`src/logic/slm_pkg.sv`:
```
// Constants shared by the serial lane error monitor.
// What this block does
// Detect disparity, not-in-table and unexpected control character errors per lane.
// Disparity errors count even on characters missing from the code table.
// One independent counter per lane and per error type.
// Count select holds lane in [6:4] and type in [1:0].
// Reading count select returns the count last selected by a write.
// Page bit picks the link; second link lane x means lane x plus four.
// Counters stop when equal to the threshold; threshold is maximum count.
// One threshold serves all lanes and all three error types.
// Three readable status registers report per-type threshold reached.
// Writes to status registers are commands; reads return status only.
// Bit 7 clears that type's interrupt for the lane in bits [2:0].
// Bit 6 disables that type's counting for the lane in bits [2:0].
// Bit 5 clears that type's counter for the lane in bits [2:0].
// Any error pulses the active-low sync request output.
// Error pulse width selectable as half, one or two parallel clocks.
// Software picks duration 0 or 1 to get two frames per mode.
// Optionally raise sync request and reinitialize on threshold reached.
// Four bad disparity characters always reinitialize; request is 5 frames plus 9 octets.
// Threshold events per type can be enabled and read back as interrupts.
// A disabled counter never increments but still clears on a clear command or link reinit.
package slm_pkg;

  localparam int unsigned LANES      = 8;
  localparam int unsigned TYPES      = 3;
  localparam int unsigned ADDR_W     = 14;
  localparam int unsigned REG_W      = 8;

  // Register indices; the byte address is four times the index
  localparam logic [11:0] IDX_LINK_PAGE = 12'h300;
  localparam logic [11:0] IDX_PULSE_DUR = 12'h312;
  localparam logic [11:0] IDX_COUNT_SEL = 12'h46B;
  localparam logic [11:0] IDX_DISP_STAT = 12'h46D;
  localparam logic [11:0] IDX_NIT_STAT  = 12'h46E;
  localparam logic [11:0] IDX_UCC_STAT  = 12'h46F;
  localparam logic [11:0] IDX_IRQ_EN    = 12'h47A;
  localparam logic [11:0] IDX_SYNC_MASK = 12'h47B;
  localparam logic [11:0] IDX_THRESH    = 12'h47C;

  // Field positions
  localparam int unsigned PAGE_LINK_BIT   = 2;
  localparam int unsigned DUR_LSB         = 4;
  localparam int unsigned SEL_LANE_LSB    = 4;
  localparam int unsigned SEL_TYPE_LSB    = 0;
  localparam int unsigned CTL_CLR_IRQ_BIT = 7;
  localparam int unsigned CTL_OFF_BIT     = 6;
  localparam int unsigned CTL_CLR_CNT_BIT = 5;
  localparam int unsigned CTL_LANE_LSB    = 0;
  localparam int unsigned TYPE_TOP_BIT    = 7;

  // Error types and pulse durations
  localparam logic [1:0] TYPE_DISP = 2'h0;
  localparam logic [1:0] TYPE_NIT  = 2'h1;
  localparam logic [1:0] TYPE_UCC  = 2'h2;
  localparam logic [1:0] DUR_HALF  = 2'h0;
  localparam logic [1:0] DUR_ONE   = 2'h1;

  // Reset values
  localparam logic [7:0] PAGE_RST   = 8'h00;
  localparam logic [1:0] DUR_RST    = 2'h0;
  localparam logic [7:0] THRESH_RST = 8'hFF;
  localparam logic [2:0] MASK3_RST  = 3'h0;

  // Lane mapping and reinitialization timing
  localparam logic [3:0] LINK1_LANE_OFFSET = 4'h4;
  localparam logic [2:0] DISP_REINIT_COUNT = 3'h4;
  localparam int unsigned RESYNC_FRAMES    = 5;
  localparam int unsigned RESYNC_OCTETS    = 9;

endpackage

```
`src/logic/slm_err_counter.sv`:
```
// One saturating error counter with its disable and interrupt flag.
`timescale 1ns/1ps
module slm_err_counter #(
  parameter int unsigned CNT_W = 8
) (
  input  wire logic             pclk,
  input  wire logic             presetn,
  input  wire logic             err_in,
  input  wire logic             wr_hit,
  input  wire logic             wr_clr_irq,
  input  wire logic             wr_off,
  input  wire logic             wr_clr_cnt,
  input  wire logic             link_reinit,
  input  wire logic [CNT_W-1:0] threshold,
  output logic      [CNT_W-1:0] count,
  output logic                  at_threshold,
  output logic                  reach_pulse,
  output logic                  irq_flag
);

  logic [CNT_W-1:0] count_q;
  logic             off_q;
  logic             irq_q;
  logic             inc;
  logic [CNT_W:0]   count_plus;

  // Saturate at threshold; no increment while off
  assign inc         = err_in & ~off_q & (count_q < threshold);
  assign count_plus  = {1'b0, count_q} + {{CNT_W{1'b0}}, 1'b1};
  assign reach_pulse = inc & (count_plus == {1'b0, threshold});

  // Counter clear; clear beats a same-cycle error
  always_ff @(posedge pclk or negedge presetn) begin
    if (!presetn) begin
      count_q <= '0;
    end else if (link_reinit || (wr_hit && wr_clr_cnt)) begin
      count_q <= '0;
    end else if (inc) begin
      count_q <= count_plus[CNT_W-1:0];
    end
  end

  // Disable follows the last control write to this lane
  always_ff @(posedge pclk or negedge presetn) begin
    if (!presetn) begin
      off_q <= 1'b0;
    end else if (wr_hit) begin
      off_q <= wr_off;
    end
  end

  // Interrupt clear; a new reach event wins
  always_ff @(posedge pclk or negedge presetn) begin
    if (!presetn) begin
      irq_q <= 1'b0;
    end else if (reach_pulse) begin
      irq_q <= 1'b1;
    end else if (wr_hit && wr_clr_irq) begin
      irq_q <= 1'b0;
    end
  end

  assign count        = count_q;
  assign at_threshold = (count_q >= threshold);
  assign irq_flag     = irq_q;

endmodule // slm_err_counter

```
`src/logic/slm_lane_error_monitor.sv`:
```
// Lane error monitor top: APB registers, error detection, counters and sync pulse.
`timescale 1ns/1ps
module slm_lane_error_monitor #(
  parameter int unsigned CNT_W            = 8,
  parameter int unsigned OCTETS_PER_FRAME = 2,
  parameter int unsigned FRAMES_PER_PCLK  = 4
) (
  input  wire logic                         pclk,
  input  wire logic                         presetn,
  input  wire logic                         psel,
  input  wire logic                         penable,
  input  wire logic                         pwrite,
  input  wire logic [slm_pkg::ADDR_W-1:0]   paddr,
  input  wire logic [31:0]                  pwdata,
  input  wire logic [3:0]                   pstrb,
  output logic      [31:0]                  prdata,
  output logic                              pready,
  output logic                              pslverr,
  input  wire logic [slm_pkg::LANES-1:0]    char_valid,
  input  wire logic [slm_pkg::LANES-1:0]    disparity_bad,
  input  wire logic [slm_pkg::LANES-1:0]    not_in_table,
  input  wire logic [slm_pkg::LANES-1:0]    is_control,
  input  wire logic [slm_pkg::LANES-1:0]    control_allowed,
  output logic      [1:0]                   sync_request_out_n,
  output logic                              link_reinit
);

  localparam int unsigned LANES = slm_pkg::LANES;
  localparam int unsigned TYPES = slm_pkg::TYPES;

  // Sync request length after a reinit, rounded up to whole parallel clocks
  localparam int unsigned RESYNC_OCT_TOTAL = slm_pkg::RESYNC_FRAMES * OCTETS_PER_FRAME + slm_pkg::RESYNC_OCTETS;
  localparam int unsigned OCT_PER_PCLK     = OCTETS_PER_FRAME * FRAMES_PER_PCLK;
  localparam int unsigned RESYNC_CYCLES    = (RESYNC_OCT_TOTAL + OCT_PER_PCLK - 1) / OCT_PER_PCLK;
  localparam logic [7:0]  RESYNC_LOAD      = 8'(RESYNC_CYCLES);

  localparam logic [slm_pkg::ADDR_W-1:0] A_PAGE   = {slm_pkg::IDX_LINK_PAGE, 2'b00};
  localparam logic [slm_pkg::ADDR_W-1:0] A_DUR    = {slm_pkg::IDX_PULSE_DUR, 2'b00};
  localparam logic [slm_pkg::ADDR_W-1:0] A_SEL    = {slm_pkg::IDX_COUNT_SEL, 2'b00};
  localparam logic [slm_pkg::ADDR_W-1:0] A_DSTAT  = {slm_pkg::IDX_DISP_STAT, 2'b00};
  localparam logic [slm_pkg::ADDR_W-1:0] A_NSTAT  = {slm_pkg::IDX_NIT_STAT, 2'b00};
  localparam logic [slm_pkg::ADDR_W-1:0] A_USTAT  = {slm_pkg::IDX_UCC_STAT, 2'b00};
  localparam logic [slm_pkg::ADDR_W-1:0] A_IRQEN  = {slm_pkg::IDX_IRQ_EN, 2'b00};
  localparam logic [slm_pkg::ADDR_W-1:0] A_SMASK  = {slm_pkg::IDX_SYNC_MASK, 2'b00};
  localparam logic [slm_pkg::ADDR_W-1:0] A_THRESH = {slm_pkg::IDX_THRESH, 2'b00};

  // Link lane to logical lane; bit 3 set means out of range
  function automatic logic [3:0] map_lane(input logic [2:0] link_lane, input logic link1);
    map_lane = {1'b0, link_lane} + (link1 ? slm_pkg::LINK1_LANE_OFFSET : 4'h0);
  endfunction

  // Known register address
  function automatic logic addr_known(input logic [slm_pkg::ADDR_W-1:0] a);
    addr_known = (a == A_PAGE) || (a == A_DUR) || (a == A_SEL) || (a == A_DSTAT) || (a == A_NSTAT)
                 || (a == A_USTAT) || (a == A_IRQEN) || (a == A_SMASK) || (a == A_THRESH);
  endfunction

  logic [7:0]             page_q;
  logic [1:0]             dur_q;
  logic [3:0]             sel_lane_q;
  logic [1:0]             sel_type_q;
  logic [2:0]             irq_en_q;
  logic [2:0]             sync_mask_q;
  logic [CNT_W-1:0]       thresh_q;
  logic [31:0]            prdata_q;
  logic                   pslverr_q;
  logic                   setup;
  logic                   wr_access;
  logic                   wr_byte0;
  logic [7:0]             wbyte;
  logic [3:0]             ctl_lane;
  logic [TYPES-1:0]       ctl_hit_type;
  logic [TYPES-1:0][LANES-1:0] err_det;
  logic [TYPES-1:0][LANES-1:0] at_thr;
  logic [TYPES-1:0][LANES-1:0] reach;
  logic [TYPES-1:0][LANES-1:0] irq_flag;
  logic [TYPES-1:0][LANES-1:0][CNT_W-1:0] cnt;
  logic [LANES-1:0][2:0]  disp_run_q;
  logic                   disp_four;
  logic                   thresh_reinit;
  logic                   reinit_q;
  logic [7:0]             resync_q;
  logic [1:0]             pulse_q;
  logic                   half_q;
  logic                   any_err;
  logic [1:0]             sync_n_q;
  logic [7:0]             rd_val;

  // APB phases: read data is captured in setup, writes act in the access phase
  assign setup     = psel & ~penable;
  assign wr_access = psel & penable & pwrite;
  assign wr_byte0  = wr_access & pstrb[0] & addr_known(paddr);
  assign wbyte     = pwdata[7:0];

  // Character error detection per lane
  // Disparity not gated by table lookup
  always_comb begin
    for (int l = 0; l < LANES; l++) begin
      err_det[0][l] = char_valid[l] & disparity_bad[l];
      err_det[1][l] = char_valid[l] & not_in_table[l];
      err_det[2][l] = char_valid[l] & is_control[l] & ~control_allowed[l] & ~not_in_table[l];
    end
  end

  // Control write lane resolved through the page bit
  assign ctl_lane = map_lane(wbyte[slm_pkg::CTL_LANE_LSB +: 3], page_q[slm_pkg::PAGE_LINK_BIT]);

  // Status addresses decode as commands per type
  assign ctl_hit_type[0] = wr_byte0 && (paddr == A_DSTAT);
  assign ctl_hit_type[1] = wr_byte0 && (paddr == A_NSTAT);
  assign ctl_hit_type[2] = wr_byte0 && (paddr == A_USTAT);

  // One counter per lane and type
  for (genvar t = 0; t < TYPES; t++) begin : g_type
    for (genvar l = 0; l < LANES; l++) begin : g_lane
      slm_err_counter #(
        .CNT_W (CNT_W)
      ) u_cnt (
        .pclk         (pclk),
        .presetn      (presetn),
        .err_in       (err_det[t][l]),
        // Command targets one lane of one type
        .wr_hit       (ctl_hit_type[t] && (ctl_lane == 4'(l))),
        .wr_clr_irq   (wbyte[slm_pkg::CTL_CLR_IRQ_BIT]),
        .wr_off       (wbyte[slm_pkg::CTL_OFF_BIT]),
        .wr_clr_cnt   (wbyte[slm_pkg::CTL_CLR_CNT_BIT]),
        .link_reinit  (reinit_q),
        // Shared threshold
        .threshold    (thresh_q),
        .count        (cnt[t][l]),
        .at_threshold (at_thr[t][l]),
        .reach_pulse  (reach[t][l]),
        .irq_flag     (irq_flag[t][l])
      );
    end
  end

  // Configuration registers written from the bus
  always_ff @(posedge pclk or negedge presetn) begin
    if (!presetn) begin
      page_q      <= slm_pkg::PAGE_RST;
      dur_q       <= slm_pkg::DUR_RST;
      irq_en_q    <= slm_pkg::MASK3_RST;
      sync_mask_q <= slm_pkg::MASK3_RST;
      thresh_q    <= CNT_W'(slm_pkg::THRESH_RST);
    end else if (wr_byte0) begin
      if (paddr == A_PAGE) begin
        page_q <= wbyte;
      end
      // Pulse width field
      if (paddr == A_DUR) begin
        dur_q <= wbyte[slm_pkg::DUR_LSB +: 2];
      end
      // Per-type interrupt enables
      if (paddr == A_IRQEN) begin
        irq_en_q <= wbyte[slm_pkg::TYPE_TOP_BIT -: 3];
      end
      // Per-type reinit on threshold
      if (paddr == A_SMASK) begin
        sync_mask_q <= wbyte[slm_pkg::TYPE_TOP_BIT -: 3];
      end
      if (paddr == A_THRESH) begin
        thresh_q <= wbyte[CNT_W-1:0];
      end
    end
  end

  // Selection latched with the page in force at the write
  always_ff @(posedge pclk or negedge presetn) begin
    if (!presetn) begin
      sel_lane_q <= 4'h0;
      sel_type_q <= slm_pkg::TYPE_DISP;
    end else if (wr_byte0 && (paddr == A_SEL)) begin
      sel_lane_q <= map_lane(wbyte[slm_pkg::SEL_LANE_LSB +: 3], page_q[slm_pkg::PAGE_LINK_BIT]);
      sel_type_q <= wbyte[slm_pkg::SEL_TYPE_LSB +: 2];
    end
  end

  // Read value of an address; status bits follow link lanes of the current page
  always_comb begin
    logic [3:0] lg;
    lg     = 4'h0;
    rd_val = 8'h00;
    unique case (paddr)
      A_PAGE:  rd_val = page_q;
      A_DUR:   rd_val = {2'b00, dur_q, 4'h0};
      // Count readback of selected counter
      A_SEL: begin
        if (!sel_lane_q[3] && (sel_type_q != 2'h3)) begin
          rd_val = 8'(cnt[sel_type_q][sel_lane_q[2:0]]);
        end
      end
      // Per-type threshold status
      A_DSTAT, A_NSTAT, A_USTAT: begin
        for (int x = 0; x < LANES; x++) begin
          lg = map_lane(3'(x), page_q[slm_pkg::PAGE_LINK_BIT]);
          if (!lg[3]) begin
            rd_val[x] = (paddr == A_DSTAT) ? at_thr[0][lg[2:0]] :
                        (paddr == A_NSTAT) ? at_thr[1][lg[2:0]] : at_thr[2][lg[2:0]];
          end
        end
      end
      // Enabled interrupt status in the same bits
      A_IRQEN: begin
        for (int t = 0; t < TYPES; t++) begin
          rd_val[slm_pkg::TYPE_TOP_BIT - t] = irq_en_q[2 - t] & (|irq_flag[t]);
        end
      end
      A_SMASK:  rd_val = {sync_mask_q, 5'h00};
      A_THRESH: rd_val = 8'(thresh_q);
      default:  rd_val = 8'h00;
    endcase
  end

  // Read data and error captured in setup so they stand through the access phase
  always_ff @(posedge pclk or negedge presetn) begin
    if (!presetn) begin
      prdata_q  <= 32'h0000_0000;
      pslverr_q <= 1'b0;
    end else if (setup) begin
      prdata_q  <= {24'h00_0000, rd_val};
      pslverr_q <= ~addr_known(paddr);
    end
  end

  // Every access completes in its first access cycle
  assign pready  = 1'b1;
  assign prdata  = prdata_q;
  assign pslverr = pslverr_q;

  // Count of bad disparity characters per lane since the last reinit, good characters between do not reset it
  always_ff @(posedge pclk or negedge presetn) begin
    if (!presetn) begin
      disp_run_q <= '0;
    end else begin
      for (int l = 0; l < LANES; l++) begin
        if (reinit_q) begin
          disp_run_q[l] <= 3'h0;
        end else if (err_det[0][l] && (disp_run_q[l] != slm_pkg::DISP_REINIT_COUNT)) begin
          disp_run_q[l] <= disp_run_q[l] + 3'h1;
        end
      end
    end
  end

  always_comb begin
    disp_four = 1'b0;
    for (int l = 0; l < LANES; l++) begin
      disp_four = disp_four | (disp_run_q[l] == slm_pkg::DISP_REINIT_COUNT);
    end
  end

  // Masked threshold events trigger a reinit
  always_comb begin
    thresh_reinit = 1'b0;
    for (int t = 0; t < TYPES; t++) begin
      thresh_reinit = thresh_reinit | (sync_mask_q[2 - t] & (|reach[t]));
    end
  end

  // Reinit pulse and sync request hold; a trigger during a hold restarts it
  always_ff @(posedge pclk or negedge presetn) begin
    if (!presetn) begin
      reinit_q <= 1'b0;
      resync_q <= 8'h00;
    end else begin
      reinit_q <= (disp_four | thresh_reinit) & ~reinit_q;
      if ((disp_four | thresh_reinit) && !reinit_q) begin
        resync_q <= RESYNC_LOAD;
      end else if (resync_q != 8'h00) begin
        resync_q <= resync_q - 8'h01;
      end
    end
  end

  assign link_reinit = reinit_q;

  // Any error of any type on any lane
  assign any_err = |{err_det[0], err_det[1], err_det[2]};

  // Pulse of half, one or two parallel clocks; duration chosen by software
  always_ff @(posedge pclk or negedge presetn) begin
    if (!presetn) begin
      pulse_q <= 2'h0;
      half_q  <= 1'b0;
    end else if (any_err) begin
      half_q  <= (dur_q == slm_pkg::DUR_HALF);
      pulse_q <= (dur_q == slm_pkg::DUR_HALF) ? 2'h0 : (dur_q == slm_pkg::DUR_ONE) ? 2'h1 : 2'h2;
    end else begin
      half_q  <= 1'b0;
      pulse_q <= (pulse_q != 2'h0) ? pulse_q - 2'h1 : 2'h0;
    end
  end

  // Output slots: bit 0 first half cycle, bit 1 second half; low means request
  always_ff @(posedge pclk or negedge presetn) begin
    if (!presetn) begin
      sync_n_q <= 2'b11;
    end else begin
      sync_n_q[0] <= ~(half_q | (pulse_q != 2'h0) | (resync_q != 8'h00));
      sync_n_q[1] <= ~((pulse_q != 2'h0) | (resync_q != 8'h00));
    end
  end

  assign sync_request_out_n = sync_n_q;

endmodule // slm_lane_error_monitor

```
`config.mk`:
```
export PLATFORM = sky130hd
export DESIGN_NAME = slm_lane_error_monitor
export DESIGN_NICKNAME = d
export VERILOG_FILES = /design/src/logic/slm_pkg.sv /design/src/logic/slm_err_counter.sv /design/src/logic/slm_lane_error_monitor.sv
export SDC_FILE = /design/constraint.sdc
export NUM_CORES = 1
export LEC_CHECK = 0
export BUFFER_PORTS_ARGS = -buffer_cell sky130_fd_sc_hd__buf_4
export CAP_MARGIN = 20
export CORE_MARGIN = 2
export CORE_UTILIZATION = 50
export CTS_BUF_LIST = sky130_fd_sc_hd__clkbuf_4 sky130_fd_sc_hd__clkbuf_8 sky130_fd_sc_hd__clkbuf_16
export DETAILED_ROUTE_END_ITERATION = 8
export MAX_ROUTING_LAYER = met4
export PLACE_DENSITY_LB_ADDON = 0.3
export SETUP_SLACK_MARGIN = 0.5
export SYNTH_ARGS = -nofsm -noshare
export SYNTH_HDL_FRONTEND = slang
export SYNTH_SLANG_ARGS = --single-unit
```
`constraint.sdc`:
```
create_clock -name pclk -period 3.75 [get_ports pclk]
set_input_delay 0.375 -clock pclk [delete_from_list [all_inputs] [get_ports pclk]]
set_output_delay 0.375 -clock pclk [all_outputs]
set_load 0.1 [all_outputs]
```
==> flow_metrics.env <==
export IMPL_yosys_warnings=0
export IMPL_die_area_um2=55400
export IMPL_final_cells=3909
export IMPL_place_detailed_hpwl_um=68300
export IMPL_crit_top_cell="buf_4"
export IMPL_p_switching_w=0.00455
export IMPL_p_leak_nw=13.3
export IMPL_setup_viol_count_final=0
export IMPL_ys_seq_area_share_pct=29.7
export IMPL_cts_tree="yes"
export IMPL_fillers=4753
export IMPL_path_cells="buf_4 -> inv_2 -> buf_12 -> o221ai_1 -> o21ai_0 -> a311oi_1 -> buf_4 -> a21oi_1 -> a222oi_1 -> a2bb2oi_1 -> o31ai_1"
export IMPL_clockRootBuffer="clkbuf_16"
export IMPL_netlist_area_um2=26800
export IMPL_grt_first_pass_wirelength_um=145000
export IMPL_design_area_um2=30000
export IMPL_startpoint="sel_type_q[0]$_DFFE_PN0P_"
export IMPL_drcViolationCount=0
export IMPL_syn_to_final_growth_pct=12.2
export IMPL_path_clk_slew_ns=0.06
export IMPL_insertion_delay_ns=0.58
export IMPL_grt_pass1_vias=24000
export IMPL_p_int_w=0.00781
export IMPL_layout_common_cells="nor2_1 (402), dfrtp_1 (305), nand2_1 (249), ha_1 (230), xnor2_1 (220)"
export IMPL_ir_drop_v=0.000361
export IMPL_relSlewSlack_pct=34.6
export IMPL_maxCapViolations=0
export IMPL_cp_slowest_stage_delay_ns=0.54
export IMPL_seq_power_share_pct=38.4
export IMPL_num_rows=84
export IMPL_r2r_start="sel_type_q[0]$_DFFE_PN0P_"
export IMPL_start_util_pct=50.8
export IMPL_min_path_type="input port to flip-flop"
export IMPL_cts_buffers=40
export IMPL_synth_edf_count=0
export IMPL_critical_path_buf_inv_count=4
export IMPL_first_pass_iters=6
export IMPL_crit_slowest_cell="a311oi_1"
export IMPL_place_worst_setup_slack_ns=0.196
export IMPL_whs_ns=0.0366
export IMPL_dpl_cell_area_um2=28300
export IMPL_setup_slack_ns=0.530
export IMPL_max_freq_ghz=0.311
export IMPL_final_common_cell="nor2_1"
export IMPL_num_vias=25000
export IMPL_routed_wl_um=95300
export IMPL_cts_sinks=317
export IMPL_gr_usage_all_layers_pct=35.0
export IMPL_drt_vias_per_instance=6.40
export IMPL_syn_inst=3152
export IMPL_switching_share_pct=36.8
export IMPL_synth_top_cell_by_area="dfrtp_1"
export IMPL_numPortBuffers=79
export IMPL_cp_start_kind="flip-flop"
export IMPL_post_route_period_util_pct=85.9
export IMPL_die_w_um=235
export IMPL_async_flop_share_pct=100
export IMPL_nets=3519
export IMPL_gr_total_overflow=0
export IMPL_fp_dieH_um=235
export IMPL_synthFlopType="dfrtp_1"
export IMPL_synth_area_per_cell_um2=8.50
export IMPL_required_ns=4.20
export IMPL_slew_violations=0
export IMPL_tightest_slew_ns=0.971
export IMPL_crit_fanout=38
export IMPL_pwr_share_clk_pct=32.6
export IMPL_cp_arrival_ns=3.67
export IMPL_yosysTopAreaCellShare_pct=28.7
export IMPL_ios=132
export IMPL_ys_seq_elements=317
export IMPL_grt_max_degree=90
export IMPL_powerDensity_nw_per_um2=411
export IMPL_path_class="flip-flop to flip-flop"
export IMPL_p_comb_share_pct=29.0
export IMPL_yosysUniqueCellTypes=92
export IMPL_layout_min_cycle_time_ns=3.22
export IMPL_status="finished clean"
export IMPL_cts_max_path_buffers=3
export IMPL_dp_cells=3816
export IMPL_hold_viol=0
export IMPL_tns_ns=0
export IMPL_core_area_um2=52800
export IMPL_clock_skew_ns=0.0349
export IMPL_synthTopCellsByArea="dfrtp_1 (29%), ha_1 (11%), xnor2_1 (7.2%), nor2_1 (5.6%), xor2_1 (5.5%)"
export IMPL_grt_setup_unrepaired="no"
export IMPL_worst_setup_path_end_kind="flip-flop"
export IMPL_min_from="pwdata[2]"
export IMPL_gp_congestion=0.985
export IMPL_antenna_found_initial=4
export IMPL_critPathTopFamily="compound AO/OA/AOI/OAI gates"
export IMPL_routedWlPerCell_um=24.4
export IMPL_ant_nets=0
export IMPL_drive_above_1_share_pct=13.4
export IMPL_htree_levels=2
export IMPL_drtIter0Drc=2324
## state kept, by name, indices dropped and copies added, names as in the netlist, 3 cells and up
register,flops
disp_run_q,24
page_q,8
thresh_q,8
resync_q,8
irq_en_q,3
g_type.g_lane.u_cnt.irq_flag,24
g_type.g_lane.u_cnt.off_q,24
g_type.g_lane.u_cnt.count,192
prdata,8
sync_mask_q,3
sel_lane_q,4
## cell type report
| class | instances | area (um2) | area share [%] |
|---|---|---|---|
| clock inverter | 14 | 153 | 0.508 |
| clock buffer | 58 | 1200 | 3.99 |
| inverter | 96 | 373 | 1.24 |
| multi-input combinational | 2549 | 17900 | 59.7 |
| antenna | 2 | 5.00 | 0.0167 |
| sequential | 317 | 7950 | 26.5 |
| timing repair buffer | 185 | 1580 | 5.24 |
| tap | 688 | 861 | 2.87 |
## cell usage after synthesis, drive strengths merged, types with 38 or more instances
cell      n
nor2    402
dfrtp   307
nand2   249
ha      235
xnor2   220
xor2    168
o21ai   166
a21oi   136
clkbuf  123
nand3   110
inv      95
nand4    93
buf      90
nor3     52
mux2     51
mux2i    46
a31oi    40
o22ai    40
and3     38
## tightest hold or removal path, stage by stage
cell and delay, ns:
buf_4 0.14, nand2_1 0.05, o21ai_1 0.05
## per-stage QoR
stage / power [W] / utilization (%)
after CTS: 0.0122 / 56.4
after global placement: 0.00801 / 53.7
after global routing: 0.0130 / 56.9
after floorplan: 0.00700 / -
final: 0.0124 / 56.9
after detailed placement: 0.00818 / 53.7
## layer usage
layer | part of all wire [%] | GRT usage [%] | vias to the layer above
met3 | 9.0 | 6.09 | 292
met2 | 44 | 52.6 | 1187
li1 | - | - | 11300
met1 | 42 | 46.4 | 12200
met5 | 0 | - | -
met4 | 5.0 | 15.4 | 0
## timing repair
action	CTS	global route
hold endpoints to repair	84	0
buffers inserted	5	13
setup endpoints to repair	9	9
pin swaps	10	7
gates cloned	0	0
resized for setup	11	48
hold buffers	1	0
## power by group through the flow
stage	clock, W	sequential [W]	combinational [W]
global placement	0	0.00473	0.00328
floorplan	0	0.00443	0.00257
global route	0.00423	0.00482	0.00396
finish	0.00403	0.00474	0.00358
detailed placement	0	0.00477	0.00341
CTS	0.00407	0.00471	0.00345
## logic make-up (layout without fill, tap and decap cells)
group                    Yosys count  count (layout)  share of synthesized area (%)
AND/OR/NAND/NOR                 1180            1180                           21.7
adder cells (fa/ha/maj)          236             236                           11.0
AO/OA/AOI/OAI                    614             614                           15.3
other                              2              27                         0.0280
XOR/XNOR                         388             388                           12.7
buffers and inverters            309             353                           5.03
flip-flops                       317             317                           29.7
multiplexers                     106             106                           4.62
## worst paths after layout
path / end / slack (ns) / depth (start not counted)
min reg2reg: sync_request_out_n[0]$_DFF_PN1_ / 0.40 / 1
min in group asynchronous: g_type[1].g_lane[3].u_cnt.count[3]$_DFFE_PN0P_ / 0.40 / 2
min: thresh_q[2]$_DFFE_PN1P_ / 0.04 / 3
max reg2reg: prdata[2]$_DFFE_PN0P_ / 0.53 / 11
max: prdata[2]$_DFFE_PN0P_ / 0.53 / 11
max in group asynchronous: sync_request_out_n[0]$_DFF_PN1_ / 2.27 / 3
No activity file was read; power rests on OpenSTA's default activity.
